[src/inc/tps_map.svh]
// register offsets, field positions, reset values and codes of the timer prescaler block
`ifndef TPS_MAP_SVH
`define TPS_MAP_SVH
`define TPS_GTC_OFFSET 12'h000
`define TPS_SEL0_OFFSET 12'h004
`define TPS_SEL1_OFFSET 12'h008
`define TPS_STAT_OFFSET 12'h00c
`define TPS_GTC_HOLD_BIT 7
`define TPS_GTC_ASYNC_BIT 1
`define TPS_GTC_SYNC_BIT 0
`define TPS_GTC_RESET 8'h00
`define TPS_SEL_RESET 3'h0
`define TPS_CS_NONE 3'h0
`define TPS_CS_SYSCLK 3'h1
`define TPS_CS_DIV8 3'h2
`define TPS_CS_DIV64 3'h3
`define TPS_CS_DIV256 3'h4
`define TPS_CS_DIV1024 3'h5
`define TPS_CS_EXT_FALL 3'h6
`define TPS_CS_EXT_RISE 3'h7
`define TPS_TAP8 3
`define TPS_TAP64 6
`define TPS_TAP256 8
`define TPS_TAP1024 10
`define TPS_PRESC_WIDTH 10
`endif

[src/inc/tps_pkg.sv]
// types shared by the timer prescaler block
package tps_pkg;
    typedef struct packed {
        logic sync_meta;
        logic sync_out;
        logic sync_prev;
        logic tick;
    } tps_edge_s;
    typedef struct packed {
        logic [2:0] clock_select_field;
    } tps_sel_s;
endpackage : tps_pkg

[src/design/tps_prescaler.sv]
// shared prescaler, general timer control register and two clock selects on apb
`timescale 1ns/1ns
`include "tps_map.svh"
module tps_prescaler
    import tps_pkg::*;
#(
    parameter int PRESC_WIDTH = `TPS_PRESC_WIDTH
) (
    input wire logic clk,
    input wire logic resetn,
    input wire logic psel,
    input wire logic penable,
    input wire logic pwrite,
    input wire logic [11:0] paddr,
    input wire logic [31:0] pwdata,
    output logic [31:0] prdata,
    output logic pready,
    output logic pslverr,
    input wire logic ext_clock_pin0,
    input wire logic ext_clock_pin1,
    output logic timer_tick0,
    output logic timer_tick1,
    output logic async_prescaler_reset
);
    // elaboration check: the widest tap must fit the counter
    if (PRESC_WIDTH < `TPS_TAP1024) begin : g_bad_width
        $error("prescaler width too small for the divide by 1024 tap");
    end

    typedef struct packed {
        logic [PRESC_WIDTH-1:0] presc;
        logic sync_hold_bit;
        logic async_rst;
        logic sync_rst;
        tps_sel_s sel0;
        tps_sel_s sel1;
        logic [31:0] rdata;
        logic [3:0] tap_pulse;
    } tps_state_s;

    tps_state_s state_r;
    tps_state_s state_nxt;
    logic wr_en;
    logic rd_en;
    logic hit;
    logic [7:0] gtc_val;
    logic [PRESC_WIDTH-1:0] presc_inc;

    // apb access strobes; zero wait state
    assign wr_en = psel & penable & pwrite;
    assign rd_en = psel & penable & ~pwrite;
    assign pready = 1'b1;
    assign pslverr = psel & penable & ~hit;

    // address decode
    always_comb begin
        if (paddr == `TPS_GTC_OFFSET) begin
            hit = 1'b1;
        end else if (paddr == `TPS_SEL0_OFFSET) begin
            hit = 1'b1;
        end else if (paddr == `TPS_SEL1_OFFSET) begin
            hit = 1'b1;
        end else if (paddr == `TPS_STAT_OFFSET) begin
            hit = 1'b1;
        end else begin
            hit = 1'b0;
        end
    end

    // readback image of the general timer control register
    always_comb begin
        gtc_val = `TPS_GTC_RESET;
        gtc_val[`TPS_GTC_HOLD_BIT] = state_r.sync_hold_bit;
        gtc_val[`TPS_GTC_ASYNC_BIT] = state_r.async_rst;
        gtc_val[`TPS_GTC_SYNC_BIT] = state_r.sync_rst;
    end

    assign presc_inc = state_r.presc + {{(PRESC_WIDTH-1){1'b0}}, 1'b1};

    // next state: register writes, reset bit handling, prescaler and taps
    always_comb begin
        state_nxt = state_r;
        // reset bits self-clear unless held
        if (!state_r.sync_hold_bit) begin
            state_nxt.sync_rst = 1'b0;
            state_nxt.async_rst = 1'b0;
        end
        if (wr_en) begin
            if (paddr == `TPS_GTC_OFFSET) begin
                state_nxt.sync_hold_bit = pwdata[`TPS_GTC_HOLD_BIT];
                if (pwdata[`TPS_GTC_HOLD_BIT]) begin
                    // held: keep written values of the reset bits
                    state_nxt.sync_rst = pwdata[`TPS_GTC_SYNC_BIT];
                    state_nxt.async_rst = pwdata[`TPS_GTC_ASYNC_BIT];
                end else begin
                    // hold released: both resets clear together
                    state_nxt.sync_rst = 1'b0;
                    state_nxt.async_rst = 1'b0;
                end
                if (pwdata[`TPS_GTC_SYNC_BIT]) begin
                    state_nxt.presc = '0;
                end
            end else if (paddr == `TPS_SEL0_OFFSET) begin
                state_nxt.sel0.clock_select_field = pwdata[2:0];
            end else if (paddr == `TPS_SEL1_OFFSET) begin
                state_nxt.sel1.clock_select_field = pwdata[2:0];
            end
        end
        // shared free-running count, stopped only by its reset
        if (state_r.sync_rst) begin
            state_nxt.presc = '0;
        end else if (!(wr_en && paddr == `TPS_GTC_OFFSET && pwdata[`TPS_GTC_SYNC_BIT])) begin
            state_nxt.presc = presc_inc;
        end
        // one-cycle tap pulses when the low bits wrap
        state_nxt.tap_pulse[0] = ~state_r.sync_rst & (&state_r.presc[`TPS_TAP8-1:0]);
        state_nxt.tap_pulse[1] = ~state_r.sync_rst & (&state_r.presc[`TPS_TAP64-1:0]);
        state_nxt.tap_pulse[2] = ~state_r.sync_rst & (&state_r.presc[`TPS_TAP256-1:0]);
        state_nxt.tap_pulse[3] = ~state_r.sync_rst & (&state_r.presc[`TPS_TAP1024-1:0]);
        // read data register
        if (rd_en) begin
            if (paddr == `TPS_GTC_OFFSET) begin
                state_nxt.rdata = {24'h000000, gtc_val};
            end else if (paddr == `TPS_SEL0_OFFSET) begin
                state_nxt.rdata = {29'h00000000, state_r.sel0.clock_select_field};
            end else if (paddr == `TPS_SEL1_OFFSET) begin
                state_nxt.rdata = {29'h00000000, state_r.sel1.clock_select_field};
            end else if (paddr == `TPS_STAT_OFFSET) begin
                state_nxt.rdata = 32'h00000000;
                state_nxt.rdata[PRESC_WIDTH-1:0] = state_r.presc;
            end else begin
                state_nxt.rdata = 32'h00000000;
            end
        end
    end

    // single state register
    always_ff @(posedge clk or negedge resetn) begin
        if (!resetn) begin
            state_r <= '0;
        end else begin
            state_r <= state_nxt;
        end
    end

    // read data is combinationally muxed in the access phase for zero wait
    always_comb begin
        prdata = 32'h00000000;
        if (rd_en) begin
            if (paddr == `TPS_GTC_OFFSET) begin
                prdata = {24'h000000, gtc_val};
            end else if (paddr == `TPS_SEL0_OFFSET) begin
                prdata = {29'h00000000, state_r.sel0.clock_select_field};
            end else if (paddr == `TPS_SEL1_OFFSET) begin
                prdata = {29'h00000000, state_r.sel1.clock_select_field};
            end else if (paddr == `TPS_STAT_OFFSET) begin
                prdata[PRESC_WIDTH-1:0] = state_r.presc;
            end
        end
    end

    assign async_prescaler_reset = state_r.async_rst;

    // timer 0 source select; pin stability is the software's duty
    tps_tick_sel u_sel0 (
        .clk(clk),
        .resetn(resetn),
        .clock_select_field(state_r.sel0.clock_select_field),
        .tap_pulse(state_r.tap_pulse),
        .ext_clock_pin(ext_clock_pin0),
        .timer_tick(timer_tick0)
    );

    // timer 1 source select sharing the same taps
    tps_tick_sel u_sel1 (
        .clk(clk),
        .resetn(resetn),
        .clock_select_field(state_r.sel1.clock_select_field),
        .tap_pulse(state_r.tap_pulse),
        .ext_clock_pin(ext_clock_pin1),
        .timer_tick(timer_tick1)
    );
endmodule : tps_prescaler

[src/design/tps_tick_sel.sv]
// per-timer clock select with external pin synchroniser and edge detector
`timescale 1ns/1ns
`include "tps_map.svh"
module tps_tick_sel
    import tps_pkg::*;
(
    input wire logic clk,
    input wire logic resetn,
    input wire logic [2:0] clock_select_field,
    input wire logic [3:0] tap_pulse,
    input wire logic ext_clock_pin,
    output logic timer_tick
);
    tps_edge_s state_r;
    tps_edge_s state_nxt;
    logic sel_tick;

    // two-stage sampling then edge detection on the synchronised level
    always_comb begin
        state_nxt = state_r;
        state_nxt.sync_meta = ext_clock_pin;
        state_nxt.sync_out = state_r.sync_meta;
        state_nxt.sync_prev = state_r.sync_out;
        state_nxt.tick = sel_tick;
    end

    // source choice; ext edges bypass the prescaler
    always_comb begin
        case (clock_select_field)
            `TPS_CS_NONE: sel_tick = 1'b0;
            `TPS_CS_SYSCLK: sel_tick = 1'b1;
            `TPS_CS_DIV8: sel_tick = tap_pulse[0];
            `TPS_CS_DIV64: sel_tick = tap_pulse[1];
            `TPS_CS_DIV256: sel_tick = tap_pulse[2];
            `TPS_CS_DIV1024: sel_tick = tap_pulse[3];
            `TPS_CS_EXT_FALL: sel_tick = state_r.sync_prev & ~state_r.sync_out;
            default: sel_tick = state_r.sync_out & ~state_r.sync_prev;
        endcase
    end

    // registered tick: pin edge reaches the counter after about three cycles
    always_ff @(posedge clk or negedge resetn) begin
        if (!resetn) begin
            state_r <= '0;
        end else begin
            state_r <= state_nxt;
        end
    end

    assign timer_tick = state_r.tick;
endmodule : tps_tick_sel

[config.mk]
export PLATFORM = sky130hd
export DESIGN_NAME = tps_prescaler
export DESIGN_NICKNAME = d
export VERILOG_FILES = /design/src/inc/tps_pkg.sv /design/src/design/tps_prescaler.sv /design/src/design/tps_tick_sel.sv
export VERILOG_INCLUDE_DIRS = /design/src /design/src/inc
export SDC_FILE = /design/constraint.sdc
export NUM_CORES = 1
export LEC_CHECK = 0
export ABC_AREA = 1
export BUFFER_PORTS_ARGS = -buffer_cell sky130_fd_sc_hd__buf_2
export CORE_MARGIN = 1.5
export CORE_UTILIZATION = 35
export DETAILED_ROUTE_END_ITERATION = 12
export SLEW_MARGIN = 20
export SYNTH_ARGS = -nofsm -noshare
export SYNTH_HDL_FRONTEND = slang
export SYNTH_SLANG_ARGS = --single-unit
[constraint.sdc]
create_clock -name clk -period 1.9 [get_ports clk]
set_input_delay 0.38 -clock clk [delete_from_list [all_inputs] [get_ports clk]]
set_output_delay 0.38 -clock clk [all_outputs]
set_load 0.005 [all_outputs]
==> summary.txt <==
Outcome
  • Status: complete, no violations

STA
  • Worst slew margin: 0.560
  • Setup tns final: 0 ns
  • Minimum hold slack: 0.121 ns
  • Tightest Pin Transition: 0.660 ns
  • Max Transition Viols Final: 0
  • Crit path time final: 1.82 ns
  • Final Hold Vio Count: 0
  • Clk_skew: 0.00546 ns
  • Setup violators final: 0
  • Max Clk Rate: 549 MHz
  • Tcrit/Tclk final: 0.959

Global route
  • Global route overflow: 0
  • Vias in the first global route: 1435
  • Aggregate global-route resource usage: 0.147
  • Largest net degree at the start of global routing: 32
  • First-pass GRT wire length: 6.15 mm
  • Antenna violations before repair: 0

Synthesis
  • Synth async-reset ratio: 1.00
  • Synth area leaders: dfrtp_1 42%, buf_4 9.8%, nand2_1 6.9%, nor2_1 6.9%, nand3_1 6.8%
  • Syn Area/Cell: 8.10 um2
  • Synth Cell Area: 0.00184 mm2
  • Seq/Total Area, Yosys: 0.422
  • Post-synth EDFFs: 0
  • Synth unique cells: 27
  • Most frequent cells after synthesis: 34 x nand2_1, 34 x nor2_1, 31 x dfrtp_1
  • Prevailing post-synth register cell: dfrtp_1
  • Seq cells post-synth: 31
  • Area leader, netlist: dfrtp_1
  • Synth top area share: 0.422
  • Syn. warnings: 0
  • Post-Syn Instances: 227

CTS
  • # hold bufs at CTS: 0
  • CTS clk-pin slew, worst paths: 0.06 ns
  • CTS tree: built
  • CTS Root Cell: clkbuf_8
  • Longest Clk Path Bufs: 2
  • CTS H-tree depth: 2
  • Skew-Pair Late Insertion Delay: 0.28 ns
  • Sink Count: 31
  • CTS buffer count: 5

Finish
  • Filler instances: 550
  • Post-layout util: 0.422
  • Register area: 776 um2
  • Antenna Cells: 0
  • Footprint of the multi-input gates: 851 um2
  • Nets: 322
  • Post-route cell area: 0.00214 mm2
  • Layout cell share with drive strength beyond 1: 0.245
  • Layout Area Growth over Synthesis: 16.3%

Die
  • Core box area: 0.00507 mm2
  • Rows: 26
  • Chip width: 75.5 um
  • Io pins: 88
  • Initial cell density of the core: 0.362
  • Chip Height: 75.5 um
  • DIE AREA: 0.00570 mm2

Pwr
  • PD cells: 671 mW/mm2
  • Worst vdd ir: 0.000457 V
  • Leak: 1.11 nW

Routing
  • Initial DRC count: 85
  • Final wirelength: 3.53 mm
  • WL/cell: 10.4 um
  • DRC Markers: 0
  • ANT nets after route: 0
  • Via density: 4.34
  • Drt pass-1 iters: 4
  • Via count: 1471

Setup path
  • Crit path kind: input pin to primary output
  • Crit path required time: 1.52 ns
  • Crit path launch type: input pin
  • CP arrival: 1.44 ns
  • Reg2Reg Depth: 6
  • Max FO, Critical Path: 10
  • CP endpoint kind: primary output

Placed design
  • Port buffer count: 36
  • Detailed placer's ending HPWL: 2.68 mm
  • Placed Instance Area: 0.00202 mm2
  • Final RePlAce weighted congestion: 0.784

Run
  • Maximum Capacitance Violations: 0

Hold path
  • Hold Crit Class: input pin to asynchronous set/reset pin
through the flow:
| step | std cells | power [mW] | worst slack (ns) |
|---|---|---|---|
| final | 339 | 1.44 | 0.0782 |
| after global routing | 339 | 1.54 | -0.000620 |
| after CTS | 338 | 1.46 | 0.0929 |
| after detailed placement | 331 | 0.936 | 0.104 |
| after global placement | 331 | 0.933 | 0.0981 |
| after floorplan | 248 | 0.908 | 0.429 |
logic make-up after synthesis:
| family | share of synthesized area |
|---|---|
| other | 0.00408 |
| and+or+nand+nor | 0.314 |
| AOI/OAI and AO/OA | 0.0612 |
| buffers and inverters | 0.161 |
| DFF | 0.422 |
| adders and majority gates | 0.0136 |
| xor gates and xnor gates | 0.0238 |
final timing paths:
| check | startpoint | to | slack [ns] |
|---|---|---|---|
| hold reg to reg | u_sel1.state_nxt[2] | u_sel1.state_nxt[1] | 0.35 |
| hold / removal | resetn | state_r[54] | 0.12 |
| setup / recovery | paddr[5] | prdata[0] | 0.08 |
| min in group clk | ext_clock_pin0 | u_sel0.state_nxt[2] | 0.20 |
| max in group asynchronous | resetn | u_sel1.state_r[1] | 1.34 |
| setup reg to reg | state_r[45] | state_r[53] | 0.41 |
sequential cells by signal, indices dropped and copies added, names as in the netlist, 2 cells and up:
signal            cells
u_sel1.state_nxt      2
gtc_val               2
state_r              20
u_sel0.state_nxt      2
routing by layer:
layer | routed length [um] | up-vias | part of all wire | track usage
met5 | 0 | - | 0 | 0
met4 | 42 | 0 | 0.012 | 0.0615
met3 | 192 | 6 | 0.054 | 0.0516
met2 | 1710 | 37 | 0.48 | 0.244
met1 | 1590 | 665 | 0.45 | 0.173
li1 | - | 763 | - | -
cell type report:
cell class,count,area share
clock buffers,6,0.0386
repair buffers,39,0.109
inverters,28,0.0491
multi-input cells,164,0.398
well taps,70,0.0409
clock inverters,1,0.00234
flip-flops and latches,31,0.363
placed cells by master, fill, tap and decap left out, types with 2 or more instances in the layout:
master and count:
nand4_1 2, nand2_4 2, dfrtp_1 31, o211ai_1 3, nor2_4 2, conb_1 23, o311ai_0 2, nor2_2 7
nand3_4 2, inv_2 3, o21ai_0 3, o21ai_1 10, ha_1 2, buf_2 36, nor2_1 34, clkbuf_8 6
nor3_1 2, nand3_1 25, nand2_1 34, xor2_1 5, inv_1 25
where the power goes:
| part | total, mW | switching, mW | internal (mW) |
|---|---|---|---|
| Combinational | 0.169 | 0.104 | 0.0647 |
| Sequential | 0.756 | 0.0475 | 0.709 |
| Clock | 0.511 | 0.228 | 0.283 |
worst max-delay path, cell delays in order:
cell and delay (ns):
buf_2 0.09, nor2_1 0.10, nand2_1 0.09, nor2_4 0.19, buf_12 0.15, nand3_1 0.07
nand2_1 0.08, nor2_1 0.04, nor2_1 0.11, buf_2 0.13
repair_timing:
action	CTS	global route
endpoints found under the setup margin	0	3
buffers inserted	0	0
gates resized for setup	0	1
Power figures use the tool's default switching activity.
